File: src/core/sync_serial_pkg.sv
// constants, register map and field layouts of the synchronous serial port
package sync_serial_pkg;

  // apb byte addresses of the register words
  localparam logic [11:0] addr_serial_control = 12'h000;
  localparam logic [11:0] addr_serial_shift_data = 12'h004;
  localparam logic [11:0] addr_xfer_irq = 12'h008;
  localparam logic [11:0] addr_baud_timer = 12'h00c;

  // serial_control field positions
  localparam int clock_select_lo_pos = 0;
  localparam int clock_select_hi_pos = 1;
  localparam int slave_select_pos = 2;
  localparam int transfer_busy_pos = 3;
  localparam int bit_count_pos = 4;
  localparam int unused_bit_pos = 7;

  // value after any reset: master, quarter time-base clock
  localparam logic [7:0] serial_control_reset = 8'h80;

  // xfer_irq word field positions
  localparam int irq_request_pos = 0;
  localparam int irq_enable_pos = 1;
  localparam int irq_prio_lo_pos = 2;
  localparam int irq_prio_hi_pos = 3;
  localparam int irq_vector_pos = 16;
  localparam logic [15:0] irq_vector = 16'h003e;

  // baud timer word field positions
  localparam int baud_reload_pos = 0;
  localparam int baud_run_pos = 8;
  localparam logic [7:0] baud_timer_last = 8'hff;

  // master shift clock choices and their half periods in time-base ticks
  typedef enum logic [1:0] {
    clk_tbc_div4 = 2'b00,
    clk_tbc_div16 = 2'b01,
    clk_tbc_div64 = 2'b10,
    clk_timer_half = 2'b11
  } clock_sel_t;
  localparam logic [4:0] half_ticks_div4 = 5'd2;
  localparam logic [4:0] half_ticks_div16 = 5'd8;
  localparam logic [4:0] half_ticks_div64 = 5'd31;

  localparam logic [2:0] last_bit_count = 3'd7;

  // control register as held in the block
  typedef struct packed {
    logic slave;
    clock_sel_t clk_sel;
  } serial_ctrl_t;

  // interrupt flags as held in the block
  typedef struct packed {
    logic request;
    logic enable;
    logic [1:0] prio;
  } irq_flags_t;

endpackage

File: src/core/sync_serial_port.sv
// eight-bit full-duplex clocked serial port with apb register access
//
// Summary of operation
// - writing the shift data register starts a full-duplex one-byte transfer
// - after eight bits the transfer ends and a completion request is raised
// - slave select sets clock pin direction: driven in master, input in slave
// - clock select bits pick the master shift clock; ignored in slave mode
// - any reset loads control 80h: master mode, quarter time-base clock
// - busy sets on a shift data write and clears when eight bits finish
// - control bits four to six show the live bit counter; busy, count read-only
// - control bit seven always reads one and ignores writes
// - in slave mode pulses after the eighth are ignored until a new write
// - output changes on shift clock falling edges, input sampled on rising edges
// - completion request is raised with the next instruction's first state
// - clock pin idles high; data output holds the last bit sent
// - a write during a transfer restarts shifting with the new byte
// - slave transfers complete on the external clock; request can end stop mode
// - completion sets a request flag gated by its own enable flag
// - four priority levels from two bits; vector address 003e
// - half timer overflow rate gives time-base over (256 minus reload), halved
//
// The address map and register access over APB were chosen for this implementation.
`timescale 1ns/1ps
module sync_serial_port (
  input wire logic pclk, // apb clock, 40 mhz
  input wire logic presetn, // asynchronous reset, active low
  input wire logic psel, // apb select
  input wire logic penable, // apb access phase
  input wire logic pwrite, // apb direction, high for write
  input wire logic [11:0] paddr, // apb byte address
  input wire logic [31:0] pwdata, // apb write data
  output logic [31:0] prdata, // apb read data
  output logic pready, // apb ready
  output logic pslverr, // apb error, unmapped address
  input wire logic time_base_clock, // time-base clock from outside
  input wire logic first_instr_state, // cpu first instruction state strobe
  input wire logic shift_clock_pin_in, // clock pin level
  output logic shift_clock_pin_out, // clock pin driven value
  output logic shift_clock_pin_oe, // clock pin output enable
  input wire logic serial_in_pin, // serial data in
  output logic serial_out_pin, // serial data out
  output logic xfer_irq, // gated completion request, also stop wake
  output logic [1:0] xfer_irq_level // priority of the request
);

  // register state
  sync_serial_pkg::serial_ctrl_t ctrl_reg;
  sync_serial_pkg::irq_flags_t irq_reg;
  logic [7:0] shift_reg;
  logic busy_reg;
  logic [2:0] count_reg;
  logic sck_reg;
  logic done_pend_reg;
  logic [7:0] reload_reg;
  logic [7:0] timer_reg;
  logic timer_run_reg;
  logic timer_ovf_reg;
  logic [4:0] half_cnt_reg;

  // synchronisers for pin inputs
  logic tbc_s1_reg, tbc_s2_reg, tbc_s3_reg;
  logic sck_s1_reg, sck_s2_reg, sck_s3_reg;
  logic sin_s1_reg, sin_s2_reg;

  // decoded events
  logic wr_access, rd_access, mapped;
  logic wr_ctrl, wr_data, wr_irq, wr_timer;
  logic tbc_tick, half_done;
  logic fall_ev, rise_ev, xfer_done;
  logic [4:0] half_limit;

  // read mux, shared by the apb read path
  function automatic logic [31:0] read_word(input logic [11:0] a,
                                            input sync_serial_pkg::serial_ctrl_t c,
                                            input logic b, input logic [2:0] n,
                                            input logic [7:0] d,
                                            input sync_serial_pkg::irq_flags_t q,
                                            input logic [7:0] rl, input logic rn);
    logic [31:0] w;
    w = 32'h0000_0000;
    unique case (a)
      sync_serial_pkg::addr_serial_control: begin
        w[sync_serial_pkg::unused_bit_pos] = 1'b1;
        w[sync_serial_pkg::bit_count_pos +: 3] = n;
        w[sync_serial_pkg::transfer_busy_pos] = b;
        w[sync_serial_pkg::slave_select_pos] = c.slave;
        w[sync_serial_pkg::clock_select_lo_pos +: 2] = c.clk_sel;
      end
      sync_serial_pkg::addr_serial_shift_data: begin
        w[7:0] = d;
      end
      sync_serial_pkg::addr_xfer_irq: begin
        w[sync_serial_pkg::irq_request_pos] = q.request;
        w[sync_serial_pkg::irq_enable_pos] = q.enable;
        w[sync_serial_pkg::irq_prio_lo_pos +: 2] = q.prio;
        w[sync_serial_pkg::irq_vector_pos +: 16] = sync_serial_pkg::irq_vector;
      end
      sync_serial_pkg::addr_baud_timer: begin
        w[sync_serial_pkg::baud_reload_pos +: 8] = rl;
        w[sync_serial_pkg::baud_run_pos] = rn;
      end
      default: w = 32'h0000_0000;
    endcase
    return w;
  endfunction

  // apb decode; a write lands on the completing access edge
  assign mapped = (paddr == sync_serial_pkg::addr_serial_control) ||
                  (paddr == sync_serial_pkg::addr_serial_shift_data) ||
                  (paddr == sync_serial_pkg::addr_xfer_irq) ||
                  (paddr == sync_serial_pkg::addr_baud_timer);
  assign wr_access = psel && penable && pready && pwrite && mapped;
  assign rd_access = psel && penable && !pready && !pwrite;
  assign wr_ctrl = wr_access && (paddr == sync_serial_pkg::addr_serial_control);
  assign wr_data = wr_access && (paddr == sync_serial_pkg::addr_serial_shift_data);
  assign wr_irq = wr_access && (paddr == sync_serial_pkg::addr_xfer_irq);
  assign wr_timer = wr_access && (paddr == sync_serial_pkg::addr_baud_timer);

  // apb answer: one wait state, read data and error registered
  always_ff @(posedge pclk or negedge presetn) begin
    if (!presetn) begin
      pready <= 1'b0;
      pslverr <= 1'b0;
      prdata <= 32'h0000_0000;
    end else if (psel && penable && !pready) begin
      pready <= 1'b1;
      pslverr <= !mapped;
      if (rd_access) begin
        prdata <= read_word(paddr, ctrl_reg, busy_reg, count_reg, shift_reg, irq_reg,
                            reload_reg, timer_run_reg);
      end
    end else begin
      pready <= 1'b0;
      pslverr <= 1'b0;
    end
  end

  // two-flop synchronisers; the third tbc and sck flops only serve edge detection
  always_ff @(posedge pclk or negedge presetn) begin
    if (!presetn) begin
      tbc_s1_reg <= 1'b0;
      tbc_s2_reg <= 1'b0;
      tbc_s3_reg <= 1'b0;
      sck_s1_reg <= 1'b1;
      sck_s2_reg <= 1'b1;
      sck_s3_reg <= 1'b1;
      sin_s1_reg <= 1'b0;
      sin_s2_reg <= 1'b0;
    end else begin
      tbc_s1_reg <= time_base_clock;
      tbc_s2_reg <= tbc_s1_reg;
      tbc_s3_reg <= tbc_s2_reg;
      sck_s1_reg <= shift_clock_pin_in;
      sck_s2_reg <= sck_s1_reg;
      sck_s3_reg <= sck_s2_reg;
      sin_s1_reg <= serial_in_pin;
      sin_s2_reg <= sin_s1_reg;
    end
  end

  assign tbc_tick = tbc_s2_reg && !tbc_s3_reg;

  // control register; busy, count and bit seven are not writable
  always_ff @(posedge pclk or negedge presetn) begin
    if (!presetn) begin
      ctrl_reg.slave <= sync_serial_pkg::serial_control_reset[sync_serial_pkg::slave_select_pos];
      ctrl_reg.clk_sel <= sync_serial_pkg::clock_sel_t'(
        sync_serial_pkg::serial_control_reset[sync_serial_pkg::clock_select_lo_pos +: 2]);
    end else if (wr_ctrl) begin
      ctrl_reg.slave <= pwdata[sync_serial_pkg::slave_select_pos];
      ctrl_reg.clk_sel <= sync_serial_pkg::clock_sel_t'(pwdata[sync_serial_pkg::clock_select_lo_pos +: 2]);
    end
  end

  // baud timer: counts time-base ticks, reloads on overflow
  always_ff @(posedge pclk or negedge presetn) begin
    if (!presetn) begin
      reload_reg <= 8'h00;
      timer_reg <= 8'h00;
      timer_run_reg <= 1'b0;
      timer_ovf_reg <= 1'b0;
    end else begin
      timer_ovf_reg <= 1'b0;
      if (wr_timer) begin
        reload_reg <= pwdata[sync_serial_pkg::baud_reload_pos +: 8];
        timer_reg <= pwdata[sync_serial_pkg::baud_reload_pos +: 8];
        timer_run_reg <= pwdata[sync_serial_pkg::baud_run_pos];
      end else if (timer_run_reg && tbc_tick) begin
        if (timer_reg == sync_serial_pkg::baud_timer_last) begin
          timer_reg <= reload_reg; // period of 256 minus reload ticks
          timer_ovf_reg <= 1'b1;
        end else begin
          timer_reg <= timer_reg + 8'h01;
        end
      end
    end
  end

  // half period length of the master shift clock
  always_comb begin
    unique case (ctrl_reg.clk_sel)
      sync_serial_pkg::clk_tbc_div4: half_limit = sync_serial_pkg::half_ticks_div4;
      sync_serial_pkg::clk_tbc_div16: half_limit = sync_serial_pkg::half_ticks_div16;
      sync_serial_pkg::clk_tbc_div64: half_limit = sync_serial_pkg::half_ticks_div64;
      sync_serial_pkg::clk_timer_half: half_limit = sync_serial_pkg::half_ticks_div4;
    endcase
  end

  // one overflow per half period halves the overflow rate
  assign half_done = (ctrl_reg.clk_sel == sync_serial_pkg::clk_timer_half) ? timer_ovf_reg :
                     (tbc_tick && (half_cnt_reg == half_limit - 5'd1));

  // half period counter, restarted by each shift data write
  always_ff @(posedge pclk or negedge presetn) begin
    if (!presetn) begin
      half_cnt_reg <= 5'd0;
    end else if (wr_data || !busy_reg || half_done) begin
      half_cnt_reg <= 5'd0;
    end else if (tbc_tick) begin
      half_cnt_reg <= half_cnt_reg + 5'd1;
    end
  end

  // shift clock edges: own divider in master, synchronised pin in slave
  assign fall_ev = busy_reg && !wr_data && (ctrl_reg.slave ? (!sck_s2_reg && sck_s3_reg)
                                                           : (half_done && sck_reg));
  assign rise_ev = busy_reg && !wr_data && (ctrl_reg.slave ? (sck_s2_reg && !sck_s3_reg)
                                                           : (half_done && !sck_reg));
  assign xfer_done = rise_ev && (count_reg == sync_serial_pkg::last_bit_count);

  // master clock output, high at rest and driven only in master mode
  always_ff @(posedge pclk or negedge presetn) begin
    if (!presetn) begin
      sck_reg <= 1'b1;
      shift_clock_pin_oe <= 1'b1;
    end else begin
      shift_clock_pin_oe <= !ctrl_reg.slave;
      if (wr_data || !busy_reg || ctrl_reg.slave) begin
        sck_reg <= 1'b1;
      end else if (half_done) begin
        sck_reg <= !sck_reg;
      end
    end
  end

  assign shift_clock_pin_out = sck_reg;

  // busy flag and bit counter
  always_ff @(posedge pclk or negedge presetn) begin
    if (!presetn) begin
      busy_reg <= 1'b0;
      count_reg <= 3'd0;
    end else if (wr_data) begin
      busy_reg <= 1'b1;
      count_reg <= 3'd0;
    end else if (rise_ev) begin
      count_reg <= count_reg + 3'd1; // wraps after the eighth bit
      if (xfer_done) begin
        busy_reg <= 1'b0;
      end
    end
  end

  // shift register: load on write, lsb out first, input enters at bit seven
  always_ff @(posedge pclk or negedge presetn) begin
    if (!presetn) begin
      shift_reg <= 8'h00;
      serial_out_pin <= 1'b0;
    end else if (wr_data) begin
      shift_reg <= pwdata[7:0]; // old byte discarded
    end else if (fall_ev) begin
      serial_out_pin <= shift_reg[0];
    end else if (rise_ev) begin
      shift_reg <= {sin_s2_reg, shift_reg[7:1]};
    end
  end

  // completion waits for the next instruction's first state
  always_ff @(posedge pclk or negedge presetn) begin
    if (!presetn) begin
      done_pend_reg <= 1'b0;
    end else if (xfer_done) begin
      done_pend_reg <= 1'b1;
    end else if (first_instr_state) begin
      done_pend_reg <= 1'b0;
    end
  end

  // request, enable and priority flags; a new request beats a software clear
  always_ff @(posedge pclk or negedge presetn) begin
    if (!presetn) begin
      irq_reg <= '0;
    end else begin
      if (done_pend_reg && first_instr_state) begin
        irq_reg.request <= 1'b1;
      end else if (wr_irq && !pwdata[sync_serial_pkg::irq_request_pos]) begin
        irq_reg.request <= 1'b0;
      end
      if (wr_irq) begin
        irq_reg.enable <= pwdata[sync_serial_pkg::irq_enable_pos];
        irq_reg.prio <= pwdata[sync_serial_pkg::irq_prio_lo_pos +: 2];
      end
    end
  end

  // gated request out; it also serves as the stop-mode wake
  always_ff @(posedge pclk or negedge presetn) begin
    if (!presetn) begin
      xfer_irq <= 1'b0;
      xfer_irq_level <= 2'b00;
    end else begin
      xfer_irq <= irq_reg.request && irq_reg.enable;
      xfer_irq_level <= irq_reg.prio;
    end
  end

endmodule

File: config.mk
export PLATFORM = sky130hd
export DESIGN_NAME = sync_serial_port
export DESIGN_NICKNAME = d
export VERILOG_FILES = /design/src/core/sync_serial_pkg.sv /design/src/core/sync_serial_port.sv
export SDC_FILE = /design/constraint.sdc
export NUM_CORES = 1
export LEC_CHECK = 0
export ABC_AREA = 1
export BUFFER_PORTS_ARGS = -buffer_cell sky130_fd_sc_hd__buf_2
export CORE_ASPECT_RATIO = 0.75
export CORE_UTILIZATION = 40
export CTS_BUF_LIST = sky130_fd_sc_hd__clkbuf_4 sky130_fd_sc_hd__clkbuf_8
export CTS_CLUSTER_SIZE = 20
export DETAILED_ROUTE_END_ITERATION = 8
export SETUP_SLACK_MARGIN = 0.2
export SLEW_MARGIN = 10
export SYNTH_ARGS = -nofsm -noshare
export SYNTH_HDL_FRONTEND = slang
export SYNTH_SLANG_ARGS = --single-unit
export TNS_END_PERCENT = 5
File: constraint.sdc
create_clock -name pclk -period 5.3 [get_ports pclk]
set_clock_uncertainty 0.15 [all_clocks]
set_input_delay 0.53 -clock pclk [delete_from_list [all_inputs] [get_ports pclk]]
set_output_delay 0.53 -clock pclk [all_outputs]
set_load 0.02 [all_outputs]
# After elaboration in Yosys (flattened, before gate mapping)
# Index checks and enable logic that the tools add are counted.
# totals
regBits	84
inputBits	53
elab_cells	132
# classes
addsub	4
n_eq_ne	10
n_mux	32
n_bitwise	1
reduce_logical	55
# ops
cell	n
$mux 8	6
$eq 12x4->1 const B	2
$logic_and 1x1->1	24
$mux 1	18
$pmux 4 s4	1
$pmux 5 s3	1
$reduce_bool 2->1	7
$eq 12x3->1 const B	1
$logic_not 12->1	1
$pmux 4 s3	1
$logic_not 1->1	11
$mux 5	2
$add 8x1->8 const B	1
$eq 8x8->1 const B	1
$reduce_and 2->1	4
$logic_or 1x1->1	6
$mux 3	2
$mux 6	1
$add 5x1->5 const B	1
$eq 5x5->1	1
$sub 5x1->5 const B	1
$eq 2x2->1 const B	2
$add 3x1->3 const B	1
$eq 3x3->1 const B	1
other kinds (5)	5

# Logic depth before layout (Yosys ltp)
# logic_depth
word_depth	14
mapped_depth	14
mapped_depth_nobuf	14

# Worst setup path before layout
# Ideal clock, no wire load.
# synth_timing
path_type	flip-flop to flip-flop
startpoint	register ctrl_reg[0] in the netlist's numbering
endpoint	register shift_reg[0]
setup_time_ns	0.117
arrival_time_ns	1.560
setup_slack_ns	3.473
stages_incl_launch_ff	14
n_path_buf	1
synth_period_minus_slack_ns	1.827
path_cell_list	dfrtp_1 > inv_1 > ha_1 > inv_1 > nand3_1 > nand2_1 > nand3_1 > nand2_1 > nand2_1 > nand2_1 > nand2_4 > buf_6 > nand3_1 > nand2_1
# synth_via
elab_chain_cells	12
elab_cells_between_ends	19
classes_between	add/sub: 1; eq/ne: 5; mux: 4; reduce/logical: 9
# synth_rtl
element	line_no	text
start: declaration	sync_serial_port.sv:47	sync_serial_pkg::serial_ctrl_t ctrl_reg;
$eq 2x2->1 or $logic_not 2->1 (tied branches)	sync_serial_port.sv:201, sync_serial_port.sv:210	
$reduce_or 2->1 (no source line)	--	
$pmux 5 s3	sync_serial_port.sv:201	unique case (ctrl_reg.clk_sel)
$sub 5x1->5	sync_serial_port.sv:211	(tbc_tick && (half_cnt_reg == half_limit - 5'd1));
$eq 5x5->1	sync_serial_port.sv:211	
$logic_and 1x1->1	sync_serial_port.sv:211	
$mux 1 (*)	sync_serial_port.sv:210	assign half_done = (ctrl_reg.clk_sel == sync_serial_pkg::clk_timer_half) ? timer_ovf_reg :
$logic_and 1x1->1 (on tied branches)	sync_serial_port.sv:226, sync_serial_port.sv:228	
$mux 1 (on tied branches)	sync_serial_port.sv:225, sync_serial_port.sv:227	
$logic_and 1x1->1 (on tied branches)	sync_serial_port.sv:225, sync_serial_port.sv:227	
$ne 2x2->1 (no source line) or $reduce_bool 2->1 (tied branches)	--	
$reduce_and 2->1 (no source line) (*)	--	
end signal: assignment	sync_serial_port.sv:270	shift_reg <= pwdata[7:0];
end signal: assignment	sync_serial_port.sv:274	shift_reg <= {sin_s2_reg, shift_reg[7:1]};
end: declaration	sync_serial_port.sv:49	logic [7:0] shift_reg;
# Every way passes the cells marked *; elsewhere a longest branch is shown, timed or not.
# A chain may end at the register's enable or synchronous reset.

# Worst setup path after layout
# layout_timing
startpoint	input paddr[7]
endpoint	register timer_reg[7]
# layout_via
elab_chain_cells	7
elab_cells_between_ends	11
classes_between	eq/ne: 3; mux: 1; reduce/logical: 7
# layout_rtl
element	line_no	text
start: declaration	sync_serial_port.sv:30	input wire logic [11:0] paddr,
$eq 12x3->1 or $logic_not 12->1 (tied branches)	sync_serial_port.sv:109, sync_serial_port.sv:108	
$logic_or 1x1->1	sync_serial_port.sv:108	assign mapped = (paddr == sync_serial_pkg::addr_serial_control) ||
$logic_or 1x1->1	sync_serial_port.sv:109	(paddr == sync_serial_pkg::addr_serial_shift_data) ||
$logic_or 1x1->1	sync_serial_port.sv:110	(paddr == sync_serial_pkg::addr_xfer_irq) ||
$logic_and 1x1->1	sync_serial_port.sv:112	assign wr_access = psel && penable && pready && pwrite && mapped;
$logic_and 1x1->1 (*)	sync_serial_port.sv:117	assign wr_timer = wr_access && (paddr == sync_serial_pkg::addr_baud_timer);
$mux 8 or $reduce_bool 2->1 (tied branches)	--	
end signal: assignment	sync_serial_port.sv:186	timer_reg <= pwdata[sync_serial_pkg::baud_reload_pos +: 8];
end signal: assignment	sync_serial_port.sv:190	timer_reg <= reload_reg;
end signal: assignment	sync_serial_port.sv:193	timer_reg <= timer_reg + 8'h01;
end: declaration	sync_serial_port.sv:55	logic [7:0] timer_reg;
# Marks and branches as above.

==> run summary <==
The width of the die was 111 um. At the worst endpoint, the required time is 5.44 ns. The tools report the cell area after layout as 4010 um^2. The critical path is of the in -> reg type. The total number of nets in the final design is 557.

The number of distinct library cell variants in the gate-level netlist after synthesis was 30; the maximum buffer depth of the clock tree was 2. The final critical-path setup slack is 2.89 ns, and the final setup violation count is 0. In this run the static leakage power is 2.16 nW.

Across the whole layout, storage elements account for 1730 um^2. The via count of the first global-routing pass is 2811. The total wire length after detailed routing came out at 8250 um. The CTS H-tree depth is 3, and the post-placement worst setup slack is 2.51 ns. For the clock latency on the worst-skew pair, the log shows 0.36 ns.

In the final layout, the multi-input gates occupy 1520 um^2. The number of flops mapped to enable cells by yosys came out at 0. The checks that failed: DRC. The logs give 1.08 mW for the sum of internal, switching and leakage power and 43 for the pin count of the biggest net entering global routing. The number of antenna diodes in the final layout is 0. Most frequent cell after synthesis: sky130_fd_sc_hd__nand2_1. The post-synthesis instance total was 446; the number of sinks on the clock net was 69. Setup repair after global routing left no endpoint under its margin.

The tools report the count of final hold-check violations as 0. The peak supply drop was 0.153 mV; the post-CTS resize count was 0. Setup total negative slack on the finished layout was measured at 0 ns.

The die is 83.8 um tall. The global router's overall resource usage was 0.192. The total die area was 9300 um^2. The layout has 865 filler cells. The register with the most flip-flops in the layout has 10 of them. The end-of-flow core utilization was 0.468. The area growth from synthesis to layout is 12.4%.

Buffers inserted to repair hold after CTS numbered 0. The total area inside the core boundary comes to 8560 um^2. The run finished, with violations left. In this run, the number of DRC markers left after iteration 0 of detailed routing was 186. The type of origin of the critical path is a primary input.

At the pin with the least slew margin, the transition time is 0.641 ns. The routed length per instance is 13.5 um, and the detailed-router iteration count before antenna repair is 7. Derived from the worst setup path, the maximum achievable clock frequency is 415 MHz.

Once detail routing completed, the nets flagged for antenna violations numbered 0. In the synthesized netlist, the cells that appear most often are sky130_fd_sc_hd__nand2_1 (156), sky130_fd_sc_hd__dfrtp_1 (64), sky130_fd_sc_hd__nand3_1 (48). The Yosys step of the flow raised 0 warnings. Total clock buffers created by CTS: 9.

Global routing finished with a remaining overflow of 0. 93 I/O pins were placed. In the post-synthesis netlist, the biggest area contributors are sky130_fd_sc_hd__dfrtp_1 (45%), sky130_fd_sc_hd__nand2_1 (16%), sky130_fd_sc_hd__nand3_1 (6.7%), sky130_fd_sc_hd__buf_4 (4.8%), sky130_fd_sc_hd__inv_1 (4.7%). The arrival time at the worst endpoint is 2.55 ns.

Dividing total power by cell area gives a power density of 269 nW/um^2. The register area share after synthesis came out at 0.486. After floorplanning, the core was divided into 29 placement rows.

Summing over every cut layer, the via total after detailed routing is 2978. The post-route clock period utilization is 0.455, and the flop and latch count out of synthesis is 69. After detailed routing, the number of remaining DRC violations is 21.

After detailed placement, the design holds a cell count of 594. Ranked by flip-flop count, first place goes to prdata. The most used flip-flop cell after synthesis is sky130_fd_sc_hd__dfrtp_1. The category of the worst setup path capture point is a flop. The final number of max-transition violations was 0. TritonCTS built the clock tree. The number of cells in the finished layout apart from fillers was 610; the minimum period implied by the final worst setup slack was 2.41 ns. The tool flagged a number of max-cap violations equal to 0. The share of Yosys cell area claimed by the top area cell type was 0.449. On the final layout, the worst hold slack is 0.0316 ns.

Detailed placement ended at an HPWL of 6260 um. In this run the post-CTS setup repair buffer count came out at 0. The post-synth design cell area is 3560 um^2. The tightest min-delay check is of the in -> async type. In this run the worst path has a maximum fanout of 14.

The count of input and output buffers works out to 51. The biggest area consumer among synthesized cells is sky130_fd_sc_hd__dfrtp_1. Placed instance area: 3820 um^2.

The first global-routing pass estimated 13600 um of wire. The congestion estimate from routability-driven global placement came to 0.834. The vias per cell was 4.88.

Post-synthesis average cell area: 7.99 um^2. The cell at the root of the clock tree was sky130_fd_sc_hd__clkbuf_8. Initial antenna violation count: 0. The tools report the worst slew slack as a fraction of its limit as 0.573. The clock input transition at the sequential cells of the worst setup and hold paths came out at 0.08 ns. The async set-or-reset flop fraction in the synthesized netlist is 1.00, and the proportion of layout cells with a drive suffix above 1 is 0.175. The effective utilization at floorplan was 0.416.
[final timing paths]
check | start | end | slack [ns] | depth (start not counted)
setup / recovery | paddr[7] | timer_reg[7] | 2.89 | 10
hold / removal | presetn | prdata[1] | 0.03 | 1
setup reg to reg | pready | timer_reg[7] | 3.11 | 8
hold reg to reg | tbc_s1_reg | tbc_s2_reg | 0.20 | 0
max in group asynchronous | presetn | sck_s1_reg | 3.95 | 2
min in group pclk | shift_clock_pin_in | sck_s1_reg | 0.12 | 1
[layout make-up]
class                           instances  share of cell area
Clock buffer                           10              0.0344
Sequential cell                        69               0.433
Clock inverter                          6              0.0119
Multi-Input combinational cell        319               0.379
Timing Repair Buffer                   52              0.0656
Inverter                               46              0.0431
Tap cell                              108              0.0337
[power breakdown]
| part | switching, mW | internal [mW] |
|---|---|---|
| clock | 0.216 | 0.184 |
| combinational | 0.0730 | 0.0390 |
| sequential | 0.0183 | 0.549 |
| total | 0.307 | 0.772 |
[worst max-delay path: stages]
cell and delay [ns]:
sky130_fd_sc_hd__buf_2 0.10, sky130_fd_sc_hd__nor2_1 0.10, sky130_fd_sc_hd__nand2_1 0.18, sky130_fd_sc_hd__nor2_4 0.34, sky130_fd_sc_hd__nand3_1 0.46, sky130_fd_sc_hd__inv_1 0.48
sky130_fd_sc_hd__nand2_1 0.13, sky130_fd_sc_hd__nand3_1 0.10, sky130_fd_sc_hd__nand2_1 0.05, sky130_fd_sc_hd__nand2_1 0.07
[layer usage]
metal,vias up,share of wire,track usage,wire [um]
li1,1485,-,-,-
met1,1394,0.50,0.259,4100
met2,90,0.43,0.292,3570
met3,9,0.055,0.0566,454
met4,0,0.014,0.0722,118
met5,-,0,0,0
[cells in the final DEF (no fill, tap or decap), drive strengths merged, types with 4 or more instances in the layout]
cell type	Yosys	routed
buf	27	52
inv	46	47
nand3	48	48
o211ai	6	6
nor2	22	22
o21ai	33	33
ha	7	7
conb	1	18
nor3	7	7
clkinvlp	0	4
clkbuf	2	10
dfrtp	64	64
nand4	6	6
nand2	161	161
dfstp	5	5
[cell families (layout without fill, tap and decap cells)]
family	after synthesis	in the layout	synth area share
buffers and inverters	75	114	0.106
and+or+nand+nor	247	247	0.306
adders and majority gates	7	7	0.0246
xor gates and xnor gates	4	4	0.00983
other	1	18	0.00105
DFF	69	69	0.486
AOI/OAI and AO/OA	43	43	0.0656
(Power assumes the default switching activity.)
